===== src/asf_pkg.sv =====
// Package for the ALU status flag block: flag positions, operation codes, carriers.
// Assumes the core decodes instructions and presents one operation per cycle.
package asf_pkg;

    localparam int FLAG_NEG    = 4;
    localparam int FLAG_WRAP   = 3;
    localparam int FLAG_ZERO   = 2;
    localparam int FLAG_NIBBLE = 1;
    localparam int FLAG_CARRY  = 0;
    localparam logic [7:0] FLAGS_RESET   = 8'h00;
    localparam logic [7:0] FLAGS_IMPL    = 8'h1f;

    // Data addressing modes
    typedef enum logic [2:0] {
        ASF_AM_INHERENT,
        ASF_AM_LITERAL,
        ASF_AM_DIRECT,
        ASF_AM_INDIRECT,
        ASF_AM_INDEXED
    } asf_amode_e;

    // Operation classes seen by the flag logic
    typedef enum logic [3:0] {
        ASF_OP_NONE,
        ASF_OP_ADD,
        ASF_OP_ADDC,
        ASF_OP_SUB,
        ASF_OP_SUBB,
        ASF_OP_RRC,
        ASF_OP_RLC,
        ASF_OP_LOGIC,
        ASF_OP_CLEAR,
        ASF_OP_MOVE,
        ASF_OP_BITSET,
        ASF_OP_BITCLR,
        ASF_OP_SWAP
    } asf_op_e;

    typedef struct packed {
        logic       valid;
        asf_op_e    op;
        logic [7:0] a;
        logic [7:0] b;
        logic [2:0] bit_sel;
        logic       dest_flags;
        asf_amode_e amode;
    } asf_req_s;

    typedef struct packed {
        logic       valid;
        logic [7:0] data;
        logic       write;
        logic       mode_err;
    } asf_rsp_s;

    typedef struct packed {
        logic [4:0] flags;
        asf_rsp_s   rsp;
    } asf_state_s;

endpackage : asf_pkg


===== src/asf_status_flags.sv =====
// ALU status flag datapath and flag register of an 8-bit core.
// Assumes a synchronous core driving one request per cycle on clk_sys.
// How it works
// - A flag-altering op aimed at the flag register drops its result; only flags update.
// - Clearing the flag register sets only the zero flag, leaving the rest (000u u1uu).
// - The flag register can be read, but only move, bit set, bit clear and swap write it like other registers.
// - Subtraction adds the two's complement, so carry and nibble carry mean not-borrow.
// - Negative flag bit 4 copies result bit 7.
// - Signed wrap flag bit 3 is set when the signed result overflows 7-bit magnitude.
// - Zero flag bit 2 is set when the result is zero.
// - Nibble carry flag bit 1 takes the carry out of result bit 3 for add and subtract.
// - Carry flag bit 0 takes the carry out of result bit 7 for add and subtract.
// - Rotates load the nibble carry from source bit 4 or bit 3.
// - Rotates load carry from source bit 7 or bit 0 depending on direction.
// - Inherent, literal, direct and indirect addressing are always accepted.
// - Indexed literal-offset mode is accepted only with extended_instruction_enable.
`timescale 1ns/1ps
module asf_status_flags
    import asf_pkg::*;
(
    // Clock and reset
    input  wire logic       clk_sys,
    input  wire logic       rst,
    // Configuration
    input  wire logic       extended_instruction_enable,
    // Operation request
    input  wire asf_req_s   req,
    // Result and flag register
    output asf_rsp_s        rsp,
    output logic [7:0]      alu_flags
);

    // Registered state: flag bits plus the answer to the last request
    asf_state_s  st_q;
    asf_state_s  st_d;

    // Decode and datapath helpers
    logic [10:0] sum;
    logic        arith;
    logic        subtract;
    logic        carry_in;
    logic        mode_ok;
    logic        sets_nz;
    logic [7:0]  rot_val;
    logic [1:0]  nz_val;

    // Zero test shared by every op that sets the zero flag from its result
    function automatic logic is_zero(input logic [7:0] v);
        return (v == 8'h00);
    endfunction : is_zero

    // One-hot mask for the bit set and bit clear ops
    function automatic logic [7:0] bit_mask(input logic [2:0] sel);
        logic [7:0] m;
        m = 8'h01 << sel;
        return m;
    endfunction : bit_mask

    // Ops that never touch an arithmetic flag; the only safe writers of the flag register
    function automatic logic flag_neutral(input asf_op_e o);
        return (o inside {ASF_OP_MOVE, ASF_OP_BITSET, ASF_OP_BITCLR, ASF_OP_SWAP});
    endfunction : flag_neutral

    // Rotate through carry: the old carry enters at the far end
    function automatic logic [7:0] rot8(input logic [7:0] v,
                                        input logic       cin,
                                        input logic       to_left);
        logic [7:0] r;
        if (to_left) begin
            r = {v[6:0], cin};
        end else begin
            r = {cin, v[7:1]};
        end
        return r;
    endfunction : rot8

    // 8-bit add with carry in, giving {wrap, nibble carry, carry, result}
    function automatic logic [10:0] add8(input logic [7:0] x,
                                         input logic [7:0] y,
                                         input logic       cin);
        logic [4:0] lo;
        logic [8:0] s;
        logic       wrap;
        lo   = {1'b0, x[3:0]} + {1'b0, y[3:0]} + {4'h0, cin};
        s    = {1'b0, x} + {1'b0, y} + {8'h00, cin};
        // Equal operand signs but a different result sign
        wrap = (x[7] == y[7]) && (s[7] != x[7]);
        return {wrap, lo[4], s[8], s[7:0]};
    endfunction : add8

    // Negative and zero both follow the final result
    function automatic logic [1:0] nz_flags(input logic [7:0] v);
        logic [1:0] f;
        f = {v[7], is_zero(v)};
        return f;
    endfunction : nz_flags

    // One pass per cycle: answer and flags settle together for the next edge
    always_comb begin
        st_d              = st_q;
        st_d.rsp.valid    = 1'b0;
        st_d.rsp.write    = 1'b0;
        st_d.rsp.mode_err = 1'b0;
        sum               = 11'h000;
        arith             = 1'b0;
        subtract          = 1'b0;
        carry_in          = 1'b0;
        sets_nz           = 1'b0;
        rot_val           = 8'h00;
        nz_val            = 2'b00;
        // Indexed literal-offset exists only with the extended set on
        mode_ok = (req.amode != ASF_AM_INDEXED)
                  || extended_instruction_enable;
        if (req.valid) begin
            st_d.rsp.valid    = 1'b1;
            // Refused requests still answer, flagged and unwritten
            st_d.rsp.mode_err = !mode_ok;
        end
        if (req.valid && mode_ok) begin
            st_d.rsp.write = 1'b1;
            // Result and op-specific flags
            unique case (req.op)
                ASF_OP_ADD: begin
                    arith    = 1'b1;
                    carry_in = 1'b0;
                end
                ASF_OP_ADDC: begin
                    arith    = 1'b1;
                    carry_in = st_q.flags[FLAG_CARRY];
                end
                // Two's complement of b: invert and add one
                ASF_OP_SUB: begin
                    arith    = 1'b1;
                    subtract = 1'b1;
                    carry_in = 1'b1;
                end
                // Carry reads as not-borrow, so it is the +1 itself
                ASF_OP_SUBB: begin
                    arith    = 1'b1;
                    subtract = 1'b1;
                    carry_in = st_q.flags[FLAG_CARRY];
                end
                ASF_OP_RRC: begin
                    rot_val                 = rot8(req.a, st_q.flags[FLAG_CARRY], 1'b0);
                    st_d.rsp.data           = rot_val;
                    sets_nz                 = 1'b1;
                    st_d.flags[FLAG_CARRY]  = req.a[0];
                    st_d.flags[FLAG_NIBBLE] = req.a[4];
                end
                ASF_OP_RLC: begin
                    rot_val                 = rot8(req.a, st_q.flags[FLAG_CARRY], 1'b1);
                    st_d.rsp.data           = rot_val;
                    sets_nz                 = 1'b1;
                    st_d.flags[FLAG_CARRY]  = req.a[7];
                    st_d.flags[FLAG_NIBBLE] = req.a[3];
                end
                // Logic results arrive on b; only zero and negative follow them
                ASF_OP_LOGIC: begin
                    st_d.rsp.data = req.b;
                    sets_nz       = 1'b1;
                end
                ASF_OP_CLEAR: begin
                    st_d.rsp.data         = 8'h00;
                    // Negative is left alone, hence 000u u1uu on the flag register
                    st_d.flags[FLAG_ZERO] = 1'b1;
                end
                // Flag-neutral ops
                ASF_OP_MOVE: begin
                    st_d.rsp.data = req.b;
                end
                ASF_OP_BITSET: begin
                    st_d.rsp.data = req.a | bit_mask(req.bit_sel);
                end
                ASF_OP_BITCLR: begin
                    st_d.rsp.data = req.a & ~bit_mask(req.bit_sel);
                end
                ASF_OP_SWAP: begin
                    st_d.rsp.data = {req.a[3:0], req.a[7:4]};
                end
                // No-op and unused codes change nothing
                default: begin
                    st_d.rsp.write = 1'b0;
                end
            endcase

            if (arith) begin
                sum                     = add8(req.a, subtract ? ~req.b : req.b, carry_in);
                st_d.rsp.data           = sum[7:0];
                sets_nz                 = 1'b1;
                st_d.flags[FLAG_CARRY]  = sum[8];
                st_d.flags[FLAG_NIBBLE] = sum[9];
                st_d.flags[FLAG_WRAP]   = sum[10];
            end
            // Signed wrap is left alone by rotates and logic
            if (sets_nz) begin
                nz_val                = nz_flags(st_d.rsp.data);
                st_d.flags[FLAG_NEG]  = nz_val[1];
                st_d.flags[FLAG_ZERO] = nz_val[0];
            end

            if (req.dest_flags) begin
                if (flag_neutral(req.op)) begin
                    // Plain write of the implemented flag bits
                    st_d.flags = st_d.rsp.data[4:0];
                end else begin
                    // Flag-altering op: the computed value is dropped
                    st_d.rsp.write = 1'b0;
                end
            end
        end
    end

    // Flags start cleared; their power-on value is not otherwise defined
    always_ff @(posedge clk_sys or posedge rst) begin
        if (rst) begin
            st_q <= '{flags: FLAGS_RESET[4:0], rsp: '0};
        end else begin
            st_q <= st_d;
        end
    end

    // Outputs straight from the state flops; bits 7:5 are unimplemented and read 0
    assign rsp       = st_q.rsp;
    assign alu_flags = {3'b000, st_q.flags};

endmodule : asf_status_flags


===== config.mk =====
export PLATFORM = sky130hd
export DESIGN_NAME = asf_status_flags
export DESIGN_NICKNAME = d
export VERILOG_FILES = /design/src/asf_pkg.sv /design/src/asf_status_flags.sv
export SDC_FILE = /design/constraint.sdc
export NUM_CORES = 1
export LEC_CHECK = 0
export ABC_AREA = 1
export CORE_ASPECT_RATIO = 0.9
export CORE_MARGIN = 1.5
export CORE_UTILIZATION = 60
export CTS_CLUSTER_SIZE = 40
export DETAILED_ROUTE_END_ITERATION = 8
export DONT_BUFFER_PORTS = 1
export GPL_ROUTABILITY_DRIVEN = 0
export PLACE_DENSITY = 0.88
export SKIP_CTS_REPAIR_TIMING = 1
export SKIP_LAST_GASP = 1
export SLEW_MARGIN = 15
export SYNTH_ARGS = -nofsm -noshare
export SYNTH_HDL_FRONTEND = slang
export SYNTH_SLANG_ARGS = --single-unit

===== constraint.sdc =====
create_clock -name clk_sys -period 3.1 [get_ports clk_sys]
set_clock_uncertainty 0.2 [all_clocks]
set_input_delay 0.62 -clock clk_sys [delete_from_list [all_inputs] [get_ports clk_sys]]
set_output_delay 0.62 -clock clk_sys [all_outputs]
set_load 0.05 [all_outputs]

==> summary.md <==
| Metric | Value |
|---|---|
| Status | `finished clean` |
| Die footprint | `0.00373 mm2` |
| Cell repeated most along the worst path | `nand2_1` |
| Worst vdd ir | `0.382 mV` |
| Worst flop-to-flop path endpoint | `alu_flags[2]$_DFFE_PP0P_` |
| Headroom to the max-slew limit | `39.4%` |
| Crit path max fanout | `5` |
| Io pins | `50` |
| Synth area leader | `dfrtp_1` |
| Static Leakage | `0.00119 uW` |
| Critical path data required time | `3050 ps` |
| Final nets | `slightly below 400` |
| Yosys warnings | `0` |
| DPL Wire Length | `4780 um` |
| CP max stage delay | `450 ps` |
| Synth async-reset ratio | `100%` |
| EDFF count, synth | `0` |
| Period utilisation layout | `between 90% and 100%` |
| Vias in the first global route | `between 2000 and 2500` |
| ANT cells | `0` |
| Chip height | `58.1 um` |
| Top_reg_cell synth | `dfrtp_1` |
| Final setup viols | `0` |
| Setup slack, reg-to-reg | `360 ps` |
| CTS sink count | `16` |
| Gate Count Post-Synth | `346` |
| Die width | `64.2 um` |
| DR vias/cell | `5.70` |
| Worst Setup End Kind | `flip-flop` |
| CTS Buf Count | `3` |
| Commonest cells post-synth | `nand2_1, inv_1, nand3_1, nor2_1, o21ai_0` |
| Layout cells sized above 1 | `under 10%` |
| Synthesis-stage register bit count | `16` |
| Pwr dens | `about 450 mW/mm2` |
| # port buffers | `0` |
| First-pass GRT wire length | `9840 um` |
| Core outline area | `0.00314 mm2` |
| Total routed wirelength | `about 6000 um` |
| Tightest Pin Transition | `906 ps` |
| Fillers | `approximately 310` |
| Max Fclk | `336 MHz` |
| R2R depth | `17` |
| Critical path startpoint category | `primary input` |
| Post-synth cell types | `29` |
| Number of max-cap violations | `0` |
| Area share of the leading cell type in the synthesized netlist | `a little under 20%` |
| Max-slew violation count | `0` |
| Pin count of the biggest net entering global routing | `18` |
| H-tree depth | `1` |
| Top-count cell post-synth | `nand2_1` |
| Syn_area_per_cell | `5.85 um2` |
| Total gr overflow | `0` |
| Num rows | `19` |
| Layout area overhead | `7.66%` |
| Setup CP Type | `in2reg` |
| Utilization after layout | `between 60% and 70%` |
| # DRC | `0` |
| Post-synthesis sequential area ratio | `19.8%` |
| ANT nets after route | `0` |
| CP max-delay cell | `fa_1` |
| Vias post-DR | `between 2000 and 2500` |
| Detailed Route Iter0 Violations | `217` |
| Hold Crit Class | `in2async` |
| Initial Util | `64.5%` |
| Final Hold Fails | `0` |
| CTS tree | `done` |
| Cell area after synthesis | `0.00202 mm2` |
| CTS max path bufs | `2` |
| FF-to-FF Start | `alu_flags[0]$_DFFE_PP0P_` |
| Worst endpoint data arrival time | `~2900 ps` |
| Crit path cell chain | `inv_1 > nand2_2 > o21ai_4 > xnor2_2 > fa_1 > fa_1 > inv_1 > nand4_1 > nand3_1 > nand2_1 > nand3_1 > nand2_1 > nand3_1 > nor2_1 > nand2_1 > nand2_1 > nand2_1 > nand2_1` |
| Total negative setup slack | `0 ps` |
| GRT Overall Usage | `33.7%` |
| WL per Instance | `15.1 um` |
| Clk Latency, worst-skew pair | `250 ps` |
| DRT Pass-1 Iters | `5` |
| Area contributors post-synth | `dfrtp_1, nand2_1, nand3_1, inv_1, nor2_1` |
| Root buffer cell | `clkbuf_8` |
| Initial antenna violation count | `0` |
| RSZ-0062 raised after global routing | `true` |
| Clock slew at reported path FFs | `60 ps` |
| Post-layout min period | `2980 ps` |
[how the worst max path moves through the flow]
stage	start	endpoint	slack, ps	depth (start not counted)
after floorplan	req[25]	alu_flags[2]$_DFFE_PP0P_	20	19
after global placement	req[26]	alu_flags[2]$_DFFE_PP0P_	-80	17
after detailed placement	req[26]	alu_flags[2]$_DFFE_PP0P_	-170	17
after CTS	req[26]	alu_flags[2]$_DFFE_PP0P_	70	17
after global routing	req[26]	alu_flags[2]$_DFFE_PP0P_	-30	19
final	req[26]	alu_flags[2]$_DFFE_PP0P_	120	18
[flip-flops by register name (all words and copies together), names as in the netlist]
register	cells
rsp	11
alu_flags	5
[where the power goes]
part | leakage (uW) | internal [uW] | switching [uW] | total [uW]
clock | 0.0000288 | 113 | 73.9 | 187
sequential | 0.000196 | 246 | 171 | 417
combinational | 0.000967 | 136 | 238 | 374
[per-layer routing]
layer | global-route usage [%] | wire [um]
met3 | 8.54 | 625
met1 | 46.7 | 2540
met2 | 53.1 | 2720
met5 | 0 | 0
met4 | 8.51 | 77
[worst max-delay path, delay by kind of cell]
family	cells	cell delay (ps)
AO/OA/AOI/OAI	1	210
buffers and inverters	2	190
adder cells (fa/ha/maj)	2	870
XOR/XNOR	1	90
AND/OR/NAND/NOR	12	920
[cell usage in the layout, fill, tap and decap left out, types with 2 or more instances in the layout]
master,instances
nand2_1,102
inv_1,47
nor2_1,38
nand3_1,38
o21ai_0,20
a21oi_1,16
dfrtp_1,16
or2_2,10
xor2_1,7
ha_1,7
buf_4,7
nor3_1,5
nor2_4,4
nand4_1,4
clkbuf_8,4
a31oi_1,3
conb_1,3
o21ai_2,2
a21boi_0,2
o22ai_1,2
fa_1,2
[logic make-up after synthesis]
family	after synthesis	share of synthesized area [%]
and+or+nand+nor	205	44.6
other	1	0.185
xor gates and xnor gates	9	3.89
DFF	16	19.8
AOI/OAI and AO/OA	51	14.2
buffers and inverters	55	11.1
adders and majority gates	9	6.30
[area by class of cell]
class                      instances  area (um2)  share of cell area [%]
clock buffer                       4        55.1                    2.53
inverter                          49         188                    8.61
multi-input combinational        277        1430                    65.7
sequential                        16         400                    18.4
tap                               42        52.6                    2.41
timing repair buffer               7        52.6                    2.41
[through the flow]
stage                     area [um2]  std cells  setup slack (ps)  hold slack, ps  total power, uW
after floorplan                 2050        348              24.5             334              693
after global placement          2120        391             -83.1             401              773
after detailed placement        2120        391              -175             414              783
after CTS                       2170        395              68.4             135              972
after global routing            2180        395             -30.1             166             1040
final                           2180        395               121             124              978
Note: power is estimated with default switching activity, not from simulation.
